`src/design/csc_pkg.sv`:
```
/*
  csc_pkg: offsets, masks, reset values, field positions and carrier types
  for the cpu system configuration sfr block.
  assumes a 16-bit sfr space addressed by byte address, word registers.
*/
package csc_pkg;

  // sfr byte addresses
  localparam logic [15:0] CSC_ADDR_PSW = 16'hff10;
  localparam logic [15:0] CSC_ADDR_SYSTEM_CONFIGURATION = 16'hff12;
  localparam logic [15:0] CSC_ADDR_SP = 16'hfe12;
  localparam logic [15:0] CSC_ADDR_MDC = 16'hff0e;
  localparam logic [15:0] CSC_ADDR_CSP = 16'hfe08;
  localparam logic [15:0] CSC_ADDR_IP = 16'hfe0a;

  // implemented-bit masks; everything else reads zero
  localparam logic [15:0] CSC_MASK_SYSTEM_CONFIGURATION = 16'hebc6;
  localparam logic [15:0] CSC_MASK_PSW = 16'hf83f;
  localparam logic [15:0] CSC_MASK_SP = 16'hfffe;
  localparam logic [15:0] CSC_MASK_MDC = 16'h00ff;
  localparam logic [15:0] CSC_MASK_CSP = 16'h00ff;

  // reset values
  localparam logic [15:0] CSC_RST_SYSTEM_CONFIGURATION = 16'hea84;
  localparam logic [15:0] CSC_RST_PSW = 16'h0000;
  localparam logic [15:0] CSC_RST_SP = 16'hfc00;
  localparam logic [15:0] CSC_RST_MDC = 16'h0000;
  localparam logic [15:0] CSC_RST_CSP = 16'h0000;
  localparam logic [15:0] CSC_RST_IP = 16'h0000;

  // system configuration field positions
  localparam int CSC_BIT_VISIBLE = 1;
  localparam int CSC_BIT_PERIPH_EN = 2;
  localparam int CSC_BIT_CS_TIMING = 6;
  localparam int CSC_BIT_STROBE_CFG = 7;
  localparam int CSC_BIT_CLK_OUT_EN = 8;
  localparam int CSC_BIT_BHE_DIS = 9;
  localparam int CSC_BIT_SEG_OFF = 11;
  localparam int CSC_STK_LSB = 13;
  localparam int CSC_STK_MSB = 15;

  // stack size: 32 words shifted by the field code, capped at 1024
  localparam logic [10:0] CSC_STK_MIN_WORDS = 11'h020;
  localparam logic [10:0] CSC_STK_MAX_WORDS = 11'h400;
  localparam logic [2:0] CSC_STK_MAX_CODE = 3'h5;

  // clock output: toggles every mclk cycle while the enable bit is set
  localparam int CSC_CLK_DIV = 1;

  typedef struct packed {
    logic en;
    logic [1:0] byteEn;
    logic [15:0] addr;
    logic [15:0] data;
  } csc_sfr_wr_type;

  typedef struct packed {
    logic en;
    logic [15:0] data;
  } csc_hw_upd_type;

endpackage

```
`src/design/csc_cpu_sysconf.sv`:
```
/*
  csc_cpu_sysconf: cpu core sfr bank (system configuration, status word,
  stack top, multiply/divide control, code segment base, instruction
  pointer) and the pin-facing logic steered by the configuration register.
  assumes: sfr writes and reads come from the cpu execute stage on mclk;
  port straps are raw pins; mclk runs at twice the cpu operating rate.
*/
`timescale 1ns/1ps

// Notes on behaviour
// - pointer and segment base not directly accessible
// - status, stack, muldiv take hardware updates
// - software write beats simultaneous hardware update
// - single-byte write zeroes the other byte
// - reserved bits ignore writes, read zero
// - configuration reset value partly from straps
// - visible bit mirrors peripheral accesses externally
// - enable bit gates on-chip peripheral access
// - chip selects latched or combinational
// - strobe config from strap, splits write strobes
// - clock output enable bit
// - byte-high pin disable from bus width
// - segmentation off saves pointer only
// - stack field selects 32 to 1024 words
// - end of init locks configuration
// - debug path still writes visible bit
// - clock out at cpu rate, 50 % duty, auto driver
module csc_cpu_sysconf #(
  parameter int CS_WIDTH = 5
) (
  input wire logic mclk,
  input wire logic rst,
  input wire csc_pkg::csc_sfr_wr_type sfrWr,
  input wire logic sfrRdEn,
  input wire logic [15:0] sfrRdAddr,
  output logic [15:0] sfrRdData,
  input wire csc_pkg::csc_hw_upd_type pswUpd,
  input wire csc_pkg::csc_hw_upd_type spUpd,
  input wire csc_pkg::csc_hw_upd_type mdcUpd,
  input wire logic branchTaken,
  input wire logic branchSegment,
  input wire logic [15:0] branchTarget,
  input wire logic [7:0] branchSegTarget,
  output logic [15:0] instructionPointer,
  output logic [7:0] codeSegmentBase,
  input wire logic endOfInitInstruction,
  input wire logic debugAccessWr,
  input wire logic debugVisibleData,
  input wire logic portZeroHighBit0,
  input wire logic busWidthByte,
  input wire logic periphReq,
  output logic periphGrant,
  output logic periphMirror,
  input wire logic [CS_WIDTH-1:0] csDecode,
  input wire logic addrLatch,
  output logic [CS_WIDTH-1:0] chipSelect,
  input wire logic busWrite,
  input wire logic busLowByte,
  input wire logic busHighByte,
  output logic writeStrobePin,
  output logic highByteEnablePin,
  output logic highByteEnablePinOe,
  output logic systemClockOutPinO,
  output logic systemClockOutPinOe,
  output logic saveCodeSegment,
  output logic [10:0] stackSizeWords,
  output logic initDone
);

  // register state
  logic [15:0] sysconf_r;
  logic [15:0] sysconf_nxt;
  logic [15:0] psw_r;
  logic [15:0] psw_nxt;
  logic [15:0] sp_r;
  logic [15:0] sp_nxt;
  logic [15:0] mdc_r;
  logic [15:0] mdc_nxt;
  logic [15:0] csp_r;
  logic [15:0] csp_nxt;
  logic [15:0] ip_r;
  logic [15:0] ip_nxt;
  logic initDone_r;
  logic strapLoad_r;
  logic [1:0] strapWrSync_r;
  logic [1:0] strapBwSync_r;
  logic [15:0] rdData_r;
  logic [CS_WIDTH-1:0] csLatched_r;
  logic system_clock_out_pin_r;
  logic clkOutEn_r;
  logic [7:0] clkDivCnt_r;

  // merges a byte-lane write: the unaddressed byte becomes zero
  function automatic logic [15:0] laneWrite(input logic [1:0] be, input logic [15:0] d,
                                            input logic [15:0] mask);
    logic [15:0] v;
    v = 16'h0000;
    if (be[0]) begin
      v[7:0] = d[7:0];
    end
    if (be[1]) begin
      v[15:8] = d[15:8];
    end
    laneWrite = v & mask;
  endfunction

  function automatic logic [10:0] stackWords(input logic [2:0] code);
    logic [10:0] w;
    w = CSC_STK_MAX_WORDS_F();
    if (code <= csc_pkg::CSC_STK_MAX_CODE) begin
      w = 11'(csc_pkg::CSC_STK_MIN_WORDS << code);
    end
    stackWords = w;
  endfunction

  function automatic logic [10:0] CSC_STK_MAX_WORDS_F();
    CSC_STK_MAX_WORDS_F = csc_pkg::CSC_STK_MAX_WORDS;
  endfunction

  // address decode
  wire logic anyWrite = sfrWr.en && (sfrWr.byteEn != 2'h0);
  wire logic wrSyscon = anyWrite && (sfrWr.addr == csc_pkg::CSC_ADDR_SYSTEM_CONFIGURATION);
  wire logic wrPsw = anyWrite && (sfrWr.addr == csc_pkg::CSC_ADDR_PSW);
  wire logic wrSp = anyWrite && (sfrWr.addr == csc_pkg::CSC_ADDR_SP);
  wire logic wrMdc = anyWrite && (sfrWr.addr == csc_pkg::CSC_ADDR_MDC);
  wire logic [15:0] wrSysconVal = laneWrite(sfrWr.byteEn, sfrWr.data,
                                            csc_pkg::CSC_MASK_SYSTEM_CONFIGURATION);
  wire logic [15:0] wrPswVal = laneWrite(sfrWr.byteEn, sfrWr.data, csc_pkg::CSC_MASK_PSW);
  wire logic [15:0] wrSpVal = laneWrite(sfrWr.byteEn, sfrWr.data, csc_pkg::CSC_MASK_SP);
  wire logic [15:0] wrMdcVal = laneWrite(sfrWr.byteEn, sfrWr.data, csc_pkg::CSC_MASK_MDC);

  // configuration register next value
  always_comb begin
    sysconf_nxt = sysconf_r;
    if (strapLoad_r) begin
      sysconf_nxt[csc_pkg::CSC_BIT_STROBE_CFG] = strapWrSync_r[1];
      sysconf_nxt[csc_pkg::CSC_BIT_BHE_DIS] = strapBwSync_r[1];
    end else if (wrSyscon && !initDone_r) begin
      sysconf_nxt = wrSysconVal;
    end else if (debugAccessWr) begin
      sysconf_nxt[csc_pkg::CSC_BIT_VISIBLE] = debugVisibleData;
    end
    sysconf_nxt = sysconf_nxt & csc_pkg::CSC_MASK_SYSTEM_CONFIGURATION;
  end

  // status, stack and muldiv: software first, then hardware
  always_comb begin
    psw_nxt = psw_r;
    if (wrPsw) begin
      psw_nxt = wrPswVal;
    end else if (pswUpd.en) begin
      psw_nxt = pswUpd.data & csc_pkg::CSC_MASK_PSW;
    end
  end

  always_comb begin
    sp_nxt = sp_r;
    if (wrSp) begin
      sp_nxt = wrSpVal;
    end else if (spUpd.en) begin
      sp_nxt = spUpd.data & csc_pkg::CSC_MASK_SP;
    end
  end

  always_comb begin
    mdc_nxt = mdc_r;
    if (wrMdc) begin
      mdc_nxt = wrMdcVal;
    end else if (mdcUpd.en) begin
      mdc_nxt = mdcUpd.data & csc_pkg::CSC_MASK_MDC;
    end
  end

  // pointer and segment base move only on branches, sfr writes ignored
  always_comb begin
    ip_nxt = ip_r;
    csp_nxt = csp_r;
    if (branchTaken) begin
      ip_nxt = branchTarget;
      if (branchSegment) begin
        csp_nxt = {8'h00, branchSegTarget} & csc_pkg::CSC_MASK_CSP;
      end
    end
  end

  // one short flop block per register; only constants load under reset
  always_ff @(posedge mclk or posedge rst) begin
    if (rst) begin
      sysconf_r <= csc_pkg::CSC_RST_SYSTEM_CONFIGURATION;
    end else begin
      sysconf_r <= sysconf_nxt;
    end
  end

  always_ff @(posedge mclk or posedge rst) begin
    if (rst) begin
      psw_r <= csc_pkg::CSC_RST_PSW;
    end else begin
      psw_r <= psw_nxt;
    end
  end

  always_ff @(posedge mclk or posedge rst) begin
    if (rst) begin
      sp_r <= csc_pkg::CSC_RST_SP;
    end else begin
      sp_r <= sp_nxt;
    end
  end

  always_ff @(posedge mclk or posedge rst) begin
    if (rst) begin
      mdc_r <= csc_pkg::CSC_RST_MDC;
    end else begin
      mdc_r <= mdc_nxt;
    end
  end

  always_ff @(posedge mclk or posedge rst) begin
    if (rst) begin
      csp_r <= csc_pkg::CSC_RST_CSP;
    end else begin
      csp_r <= csp_nxt;
    end
  end

  always_ff @(posedge mclk or posedge rst) begin
    if (rst) begin
      ip_r <= csc_pkg::CSC_RST_IP;
    end else begin
      ip_r <= ip_nxt;
    end
  end

  // straps: synchronised, then loaded in the cycle after the sync settles
  // so the async reset itself only ever loads constants
  logic [1:0] strapCnt_r;
  always_ff @(posedge mclk or posedge rst) begin
    if (rst) begin
      strapWrSync_r <= 2'h0;
      strapBwSync_r <= 2'h0;
      strapCnt_r <= 2'h0;
      strapLoad_r <= 1'b0;
    end else begin
      strapWrSync_r <= {strapWrSync_r[0], portZeroHighBit0};
      strapBwSync_r <= {strapBwSync_r[0], busWidthByte};
      if (strapCnt_r != 2'h3) begin
        strapCnt_r <= strapCnt_r + 2'h1;
      end
      strapLoad_r <= (strapCnt_r == 2'h1);
    end
  end

  // end of init is sticky until reset
  always_ff @(posedge mclk or posedge rst) begin
    if (rst) begin
      initDone_r <= 1'b0;
    end else if (endOfInitInstruction) begin
      initDone_r <= 1'b1;
    end
  end

  // read path; pointer and segment base read as zero
  wire logic [15:0] rdMux =
    (sfrRdAddr == csc_pkg::CSC_ADDR_SYSTEM_CONFIGURATION) ? (sysconf_r & csc_pkg::CSC_MASK_SYSTEM_CONFIGURATION) :
    (sfrRdAddr == csc_pkg::CSC_ADDR_PSW) ? (psw_r & csc_pkg::CSC_MASK_PSW) :
    (sfrRdAddr == csc_pkg::CSC_ADDR_SP) ? (sp_r & csc_pkg::CSC_MASK_SP) :
    (sfrRdAddr == csc_pkg::CSC_ADDR_MDC) ? (mdc_r & csc_pkg::CSC_MASK_MDC) :
    16'h0000;

  always_ff @(posedge mclk or posedge rst) begin
    if (rst) begin
      rdData_r <= 16'h0000;
    end else if (sfrRdEn) begin
      rdData_r <= rdMux;
    end
  end

  // configuration fields
  wire logic cfgVisible = sysconf_r[csc_pkg::CSC_BIT_VISIBLE];
  wire logic cfgPeriphEn = sysconf_r[csc_pkg::CSC_BIT_PERIPH_EN];
  wire logic cfgCsTiming = sysconf_r[csc_pkg::CSC_BIT_CS_TIMING];
  wire logic cfgStrobe = sysconf_r[csc_pkg::CSC_BIT_STROBE_CFG];
  wire logic cfgClkEn = sysconf_r[csc_pkg::CSC_BIT_CLK_OUT_EN];
  wire logic cfgBheDis = sysconf_r[csc_pkg::CSC_BIT_BHE_DIS];
  wire logic cfgSegOff = sysconf_r[csc_pkg::CSC_BIT_SEG_OFF];
  wire logic [2:0] cfgStack = sysconf_r[csc_pkg::CSC_STK_MSB:csc_pkg::CSC_STK_LSB];

  // peripheral bus gating and mirroring
  assign periphGrant = periphReq && cfgPeriphEn;
  assign periphMirror = periphReq && cfgPeriphEn && cfgVisible;

  // chip selects: latched copy is the safe default against address glitches
  always_ff @(posedge mclk or posedge rst) begin
    if (rst) begin
      csLatched_r <= '0;
    end else if (addrLatch) begin
      csLatched_r <= csDecode;
    end
  end
  assign chipSelect = cfgCsTiming ? csDecode : csLatched_r;

  // write strobes
  assign writeStrobePin = cfgStrobe ? (busWrite && busLowByte) : busWrite;
  assign highByteEnablePin = cfgStrobe ? (busWrite && busHighByte) : busHighByte;
  assign highByteEnablePinOe = !cfgBheDis;

  // pin driver enable trails the bit by one cycle, in step with the divider
  always_ff @(posedge mclk or posedge rst) begin
    if (rst) begin
      clkOutEn_r <= 1'b0;
    end else begin
      clkOutEn_r <= cfgClkEn;
    end
  end

  // clock out: open drain, driver only pulls low while the low half runs
  always_ff @(posedge mclk or posedge rst) begin
    if (rst) begin
      system_clock_out_pin_r <= 1'b0;
      clkDivCnt_r <= 8'h00;
    end else begin
      if (!cfgClkEn) begin
        system_clock_out_pin_r <= 1'b0;
        clkDivCnt_r <= 8'h00;
      end else if (clkDivCnt_r == 8'(csc_pkg::CSC_CLK_DIV - 1)) begin
        system_clock_out_pin_r <= !system_clock_out_pin_r;
        clkDivCnt_r <= 8'h00;
      end else begin
        clkDivCnt_r <= clkDivCnt_r + 8'h01;
      end
    end
  end
  assign systemClockOutPinO = 1'b0;
  assign systemClockOutPinOe = clkOutEn_r && !system_clock_out_pin_r;

  // interrupt frame control and stack sizing
  assign saveCodeSegment = !cfgSegOff;
  assign stackSizeWords = stackWords(cfgStack);

  assign sfrRdData = rdData_r;
  assign instructionPointer = ip_r;
  assign codeSegmentBase = csp_r[7:0];
  assign initDone = initDone_r;

endmodule

```
`config.mk`:
```
export PLATFORM = sky130hd
export DESIGN_NAME = csc_cpu_sysconf
export DESIGN_NICKNAME = d
export VERILOG_FILES = /design/src/design/csc_pkg.sv /design/src/design/csc_cpu_sysconf.sv
export SDC_FILE = /design/constraint.sdc
export NUM_CORES = 1
export LEC_CHECK = 0
export BUFFER_PORTS_ARGS = -buffer_cell sky130_fd_sc_hd__buf_2
export CAP_MARGIN = 20
export CORE_UTILIZATION = 44
export CTS_CLUSTER_DIAMETER = 30
export CTS_CLUSTER_SIZE = 24
export DETAILED_ROUTE_END_ITERATION = 12
export GPL_TIMING_DRIVEN = 0
export PLACE_DENSITY_LB_ADDON = 0.25
export SYNTH_ARGS = -nofsm -noshare
export SYNTH_HDL_FRONTEND = slang
export SYNTH_SLANG_ARGS = --single-unit
```
`constraint.sdc`:
```
create_clock -name mclk -period 3.1 [get_ports mclk]
set_input_delay 0.465 -clock mclk [delete_from_list [all_inputs] [get_ports mclk]]
set_output_delay 0.465 -clock mclk [all_outputs]
set_load 0.02 [all_outputs]
```
==> results.cfg, run 1 <==
[layout]
design.final.nets = 785
drive_above_1_share = 0.4281
layout.core_utilization = 0.5837
seqCellArea_um2 = 2694
multiInputGateArea_um2 = 2333
fin_cells = 783
final.fill_count = 999
areaGrowthSynthToFinish_pct = 28.36
diodes = 0

[run]
cap_violations = 0

[sta]
final-setup-viol-count = 0
finalMaxSlewViolations = 0
final_hold_viol_count = 0
fin_skew_ns = 0.005619
worst-slew-pin-transition_ns = 0.9597
min_period_over_period = 0.7554
fin_crit_ns = 2.342
hold_slack_ns = 0.2145
fmax_mhz = 427.1
setup_ws_ns = 0.7584
unrepaired_setup_endpoints_after_global_routing = no
tns_ns = 0
timing.max_slew.rel_slack = 0.3549

[route]
drtIter0Drc = 179
drt.antenna.violating_nets = 0
routed_wirelength_mm = 13.69
drc_errors = 0
count_of_vias_placed_by_the_detailed_router = 4224
average_wire_per_standard_cell_um = 17.49
routed_via_density = 5.395
first_pass_iters = 7

[clock_network]
cts_resized = 0
worst_setup_hold_path_clk_slew_ns = 0.08
clockRootBuffer = clkbuf_16
tritoncts = done
postCtsSetupRepairBufs = 0
cts_htree_levels = 3
cts_buffers = 9
clkSinkCount = 107
cts_max_path_buffers = 2
post_cts_hold_buffer_count = 0
clk-insertion-delay-late_ns = 0.35

[critical_path]
cp_max_delay_cell = nor4_2
timing.critical_path.slowest_cell_delay_ns = 0.83
data_arrival_time_of_the_worst_path_ns = 2.63
maximum_fanout_along_the_worst_path = 8
timing.rr.start = initDone
timing.setup.critical_path_class = in2reg
worstPathRequired_ns = 3.38
cpMostUsedCell = buf_2
reg2reg_depth = 4
worstSetupEndpointType = register
worstPathCellList = buf_2 > or4b_1 > buf_2 > nor4_2 > and2_1 > a21o_1
rr_endpoint = sysconf_r[13]
reg2reg_setup_slack_ns = 1.47
timing.critical_path.from_type = input pin

[die]
start_util = 0.4548
die_h_um = 110.9
top_level_ports = 211
placementRows = 39
floorplan.die_area_um2 = 12290
placeableCoreArea_um2 = 11470
die_w_um = 110.9

[yosys]
synthFlopType = dfrtp_1
synth_edf_count = 0
seq_area_frac_synth = 0.5166
synth_cells = 431
synth_area_um2 = 5215
avgSynthCellArea_um2 = 12.10
async_flop_share = 1.000
yosysUniqueCellTypes = 54
yosysWarnings = 0
synth_register_bits = 107

[place]
dpl.cell_count = 767
placement.setup.worst_slack_ns = 0.3786
dpl.hpwl_mm = 10.28
port_buffers = 186
finalWeightedCongestion = 0.7841

[min_path]
worst_hold_path.endpoint = strapWrSync_r[0]
hp-start = portZeroHighBit0
hp-class = in2reg
min_path_cells = 1

[outcome]
run_status = completed

[pwr]
power_density_relative_to_cell_area_nw_per_um2 = 472.2
peak_supply_drop_mv = 0.3426
leakagePower_uw = 0.003307

[global_routing]
grt-ovfl-total = 0
global_route.usage.total = 0.2295
grt_max_degree = 43
grt_antenna_before_repair = 0
first_pass_grt_wire_length_mm = 21.95
first_global_vias = 4372
## worst max path at each step
stage | to | depth (start not counted) | slack [ns] | start
finish | sfrRdData[13] | 6 | 0.76 | sfrRdAddr[3]
floorplan | sp_r[15] | 5 | 0.94 | sfrWr[16]
detailed placement | sfrRdData[13] | 6 | 0.38 | sfrRdAddr[3]
CTS | sfrRdData[13] | 6 | 0.73 | sfrRdAddr[3]
global route | sfrRdData[15] | 6 | 0.61 | sfrRdAddr[3]
global placement | sfrRdData[11] | 6 | 0.33 | sfrRdAddr[3]
## worst max-delay path, delay by kind of cell
family	cells	cell delay, ns
simple gates	3	1.71
buf+inv	2	0.29
compound gates	1	0.15
## routing by layer
metal / wire length (um) / track usage / part of all wire / vias up
met1: 5752 / 0.2881 / 0.42 / 2048
li1: - / - / - / 1974
met4: 203 / 0.08000 / 0.015 / 0
met5: 0 / 0 / 0 / -
met2: 6682 / 0.3859 / 0.49 / 184
met3: 1053 / 0.05631 / 0.077 / 18
## synth_stat cells (all sizes together) (3+ instances only)
master / number / area (um2)
clkbuf: 10 / 37.54
nor2: 17 / 71.32
nor4: 6 / 73.82
xor2: 6 / 52.55
nand2: 22 / 82.58
inv: 18 / 67.56
mux2i: 76 / 760.7
o2bb2ai: 6 / 52.55
ha: 4 / 50.05
mux2: 34 / 382.9
and2: 3 / 18.77
nand3: 12 / 60.06
buf: 14 / 101.3
a22oi: 13 / 97.59
dfrtp: 94 / 2352
nor3: 8 / 40.04
or4: 5 / 48.79
and3: 5 / 31.28
a21o: 4 / 30.03
a32oi: 3 / 26.28
o211ai: 3 / 22.52
nand4: 4 / 25.02
dfstp: 13 / 341.6
o21ai: 8 / 40.03
nor2b: 7 / 43.79
a31oi: 6 / 37.54
## logic make-up (layout without fill, tap and decap cells)
logic type	after synthesis	in the layout	share of synthesized area
AO/OA/AOI/OAI	53	53	0.07702
multiplexers	110	110	0.2193
buffers and inverters	42	246	0.03959
adder cells (fa/ha/maj)	4	4	0.009597
XOR/XNOR	8	8	0.01344
flip-flops	107	107	0.5166
other	1	6	0.0007191
AND/OR/NAND/NOR	106	106	0.1238
## final cells by class
cell class | count | share of cell area
inverter | 18 | 0.01065
multi-input combinational | 287 | 0.3486
timing repair buffer | 188 | 0.1450
tap | 143 | 0.02673
buffer | 24 | 0.02075
clock inverter | 7 | 0.01215
clock buffer | 9 | 0.03364
sequential | 107 | 0.4024
## registers in the layout (all words and copies together), names as in the netlist, 2 cells and up
signal and count:
psw_r 11, sfrRdData 16, sp_r 15, mdc_r 8, strapBwSync_r 2, csp_r 8, instructionPointer 16, sysconf_r 10
csLatched_r 5, strapCnt_r 2, strapWrSync_r 2, clkDivCnt_r 8
## metrics by stage
step | cell area [um2] | power [uW]
floorplan | 5238 | 1812
global placement | 6347 | 1991
detailed placement | 6387 | 2014
CTS | 6694 | 3189
global route | 6694 | 3304
finish | 6694 | 3161
## placed cells by master, fill, tap and decap left out, types with 8 or more instances in the layout
cell type    n
a22oi_1     13
buf_2      191
clkbuf_1    10
clkbuf_16    9
dfrtp_1     94
dfstp_2     13
inv_1       17
mux2_2      34
mux2i_1     76
nand2_1     22
nand3_1     12
nor2_1      16
nor3_1       8
## power breakdown
part | leakage [uW] | internal (uW) | switching, uW | total (uW)
logic | 0.00189 | 197 | 241 | 438
clock network | 0.000147 | 638 | 536 | 1170
registers | 0.00127 | 1500 | 51.8 | 1550
total | 0.00331 | 2330 | 829 | 3160
No activity file was read; power rests on OpenSTA's default activity.
==> run 2: changes to the inputs <==
==> constraint.sdc (replaced) <==
create_clock -name mclk -period 1.95 [get_ports mclk]
set_input_delay 0.2925 -clock mclk [delete_from_list [all_inputs] [get_ports mclk]]
set_output_delay 0.2925 -clock mclk [all_outputs]
set_load 0.02 [all_outputs]
==> run 2 against run 1 <==
  * Combinational power rose by 60%
  * Cell count up 0.51%
  * Global-route usage increased by 0.70 points
  * Sequential share of layout area decreased by 0.42 points
  * Register-to-register slack got worse by 1.1 ns
  * Clock power is 61% higher
  * Worst setup slack worse by 0.70 ns
  * Critical path type unchanged
==> results.cfg, run 2 (synthesis results as in run 1) <==
[route]
count_of_vias_placed_by_the_detailed_router = 4223
routed_via_density = 5.366
average_wire_per_standard_cell_um = 17.64
drt.antenna.violating_nets = 0
drc_errors = 0
routed_wirelength_mm = 13.89
drtIter0Drc = 182
first_pass_iters = 4

[critical_path]
timing.critical_path.from_type = input pin
timing.critical_path.slowest_cell_delay_ns = 0.68
crit_end = sfrRdData[13]
worstPathBufferInverterCount = 1
rr_endpoint = sysconf_r[14]
worstPathCellList = buf_2 > or4_1 > nor4_4 > and2_1 > a21o_1
maximum_fanout_along_the_worst_path = 8
worstSetupEndpointType = register
path_delay_family = simple AND/OR/NAND/NOR gates
timing.setup.critical_path_class = in2reg
data_arrival_time_of_the_worst_path_ns = 2.18
reg2reg_setup_slack_ns = 0.35
worstPathRequired_ns = 2.24
cp-startpoint = sfrRdAddr[0]
worstSetupPathDepth = 5
reg2reg_depth = 4
timing.rr.start = initDone
cp_max_delay_cell = nor4_4

[pwr]
clock_power_share = 0.373
leakagePower_uw = 0.003353
switching_share = 0.2532
power_density_relative_to_cell_area_nw_per_um2 = 745.3
switching_power_uw = 1277
totalPowerFinal_uw = 5042
p_int_uw = 3765
peak_supply_drop_mv = 0.7521
power_frac_seq = 0.488
share_comb_of_total_power = 0.139

[sta]
unrepaired_setup_endpoints_after_global_routing = no
fin_crit_ns = 1.892
timing.max_slew.rel_slack = 0.3323
fmax_mhz = 528.6
final-setup-viol-count = 0
final_hold_viol_count = 0
finalMaxSlewViolations = 0
min_period_over_period = 0.9702
worst-slew-pin-transition_ns = 1.002
hold_slack_ns = 0.03625
tns_ns = 0
fin_skew_ns = 0.003916

[die]
placementRows = 39
start_util = 0.4548
floorplan.die_area_um2 = 12290
die_w_um = 110.9
die_h_um = 110.9
placeableCoreArea_um2 = 11470
top_level_ports = 211

[clock_network]
post_cts_hold_buffer_count = 0
worst_setup_hold_path_clk_slew_ns = 0.07
cts_buffers = 9
cts_max_path_buffers = 2
clockRootBuffer = clkbuf_16
tritoncts = done
clkSinkCount = 107
cts_htree_levels = 3
clk-insertion-delay-late_ns = 0.35

[global_routing]
first_pass_grt_wire_length_mm = 22.57
global_route.usage.total = 0.2366
grt_antenna_before_repair = 1
grt_max_degree = 44
first_global_vias = 4417
grt-ovfl-total = 0

[layout]
final_common_cell = buf_2
layout.cells.most_common_list = buf_2, dfrtp_1, mux2i_1
fin_cells = 787
drive_above_1_share = 0.4348
diodes = 0
design.final.nets = 789
areaGrowthSynthToFinish_pct = 29.73
layout.core_utilization = 0.5900

[run]
cap_violations = 0

[place]
dpl.hpwl_mm = 10.31
dpl.cell_count = 767
port_buffers = 186
finalWeightedCongestion = 0.8169

[min_path]
hp-class = in2async

[outcome]
run_status = completed
run 2: how the worst min path moves through the flow:
stage | start | endpoint | slack [ns] | cells past startpoint
6_report | rst | csp_r[7] | 0.04 | 2
2_1_floorplan | busWidthByte | strapBwSync_r[0] | 0.32 | 0
3_3_place_gp | strapWrSync_r[0] | strapWrSync_r[1] | 0.34 | 0
4_1_cts | portZeroHighBit0 | strapWrSync_r[0] | 0.03 | 1
5_1_grt | portZeroHighBit0 | strapWrSync_r[0] | 0.03 | 1
3_5_place_dp | strapWrSync_r[0] | strapWrSync_r[1] | 0.34 | 0
run 2: power by group through the flow:
stage | logic (uW) | clock network (uW) | registers, uW
2_1_floorplan | 321 | 0 | 2560
3_3_place_gp | 670 | 0 | 2490
3_5_place_dp | 704 | 0 | 2500
4_1_cts | 707 | 1930 | 2460
5_1_grt | 765 | 2020 | 2480
6_report | 699 | 1880 | 2460
run 2: area by class of cell:
cell class              instances  area (um2)
well taps                     143       178.9
inverters                      18       71.32
fillers                       991        4702
clock inverters                 5       60.06
flip-flops and latches        107        2694
plain buffers                  24       138.9
multi-input cells             287        2352
clock buffers                  11       252.7
repair buffers                192        1017
run 2: repair_timing:
action                     4_1_cts  5_1_grt
setup buffers                    3        1
setup endpoints to repair       13       37
cloned                           0        0
resized for setup                1        3
pin swaps                        1        2
run 2: routing by layer:
metal / share of wire / GRT usage / vias up
met5: 0.00058 / 0 / -
met1: 0.41 / 0.2847 / 2051
met2: 0.50 / 0.4037 / 172
li1: - / - / 1980
met3: 0.075 / 0.07818 / 18
met4: 0.016 / 0.06667 / 2
run 2: metrics by stage:
| step | area [um2] | setup slack [ns] |
|---|---|---|
| 6_report | 6765 | 0.05806 |
| 5_1_grt | 6765 | 0.01025 |
| 4_1_cts | 6731 | 0.001848 |
| 3_5_place_dp | 6387 | -0.6626 |
| 3_3_place_gp | 6347 | -0.6376 |
| 2_1_floorplan | 5238 | 0.005400 |
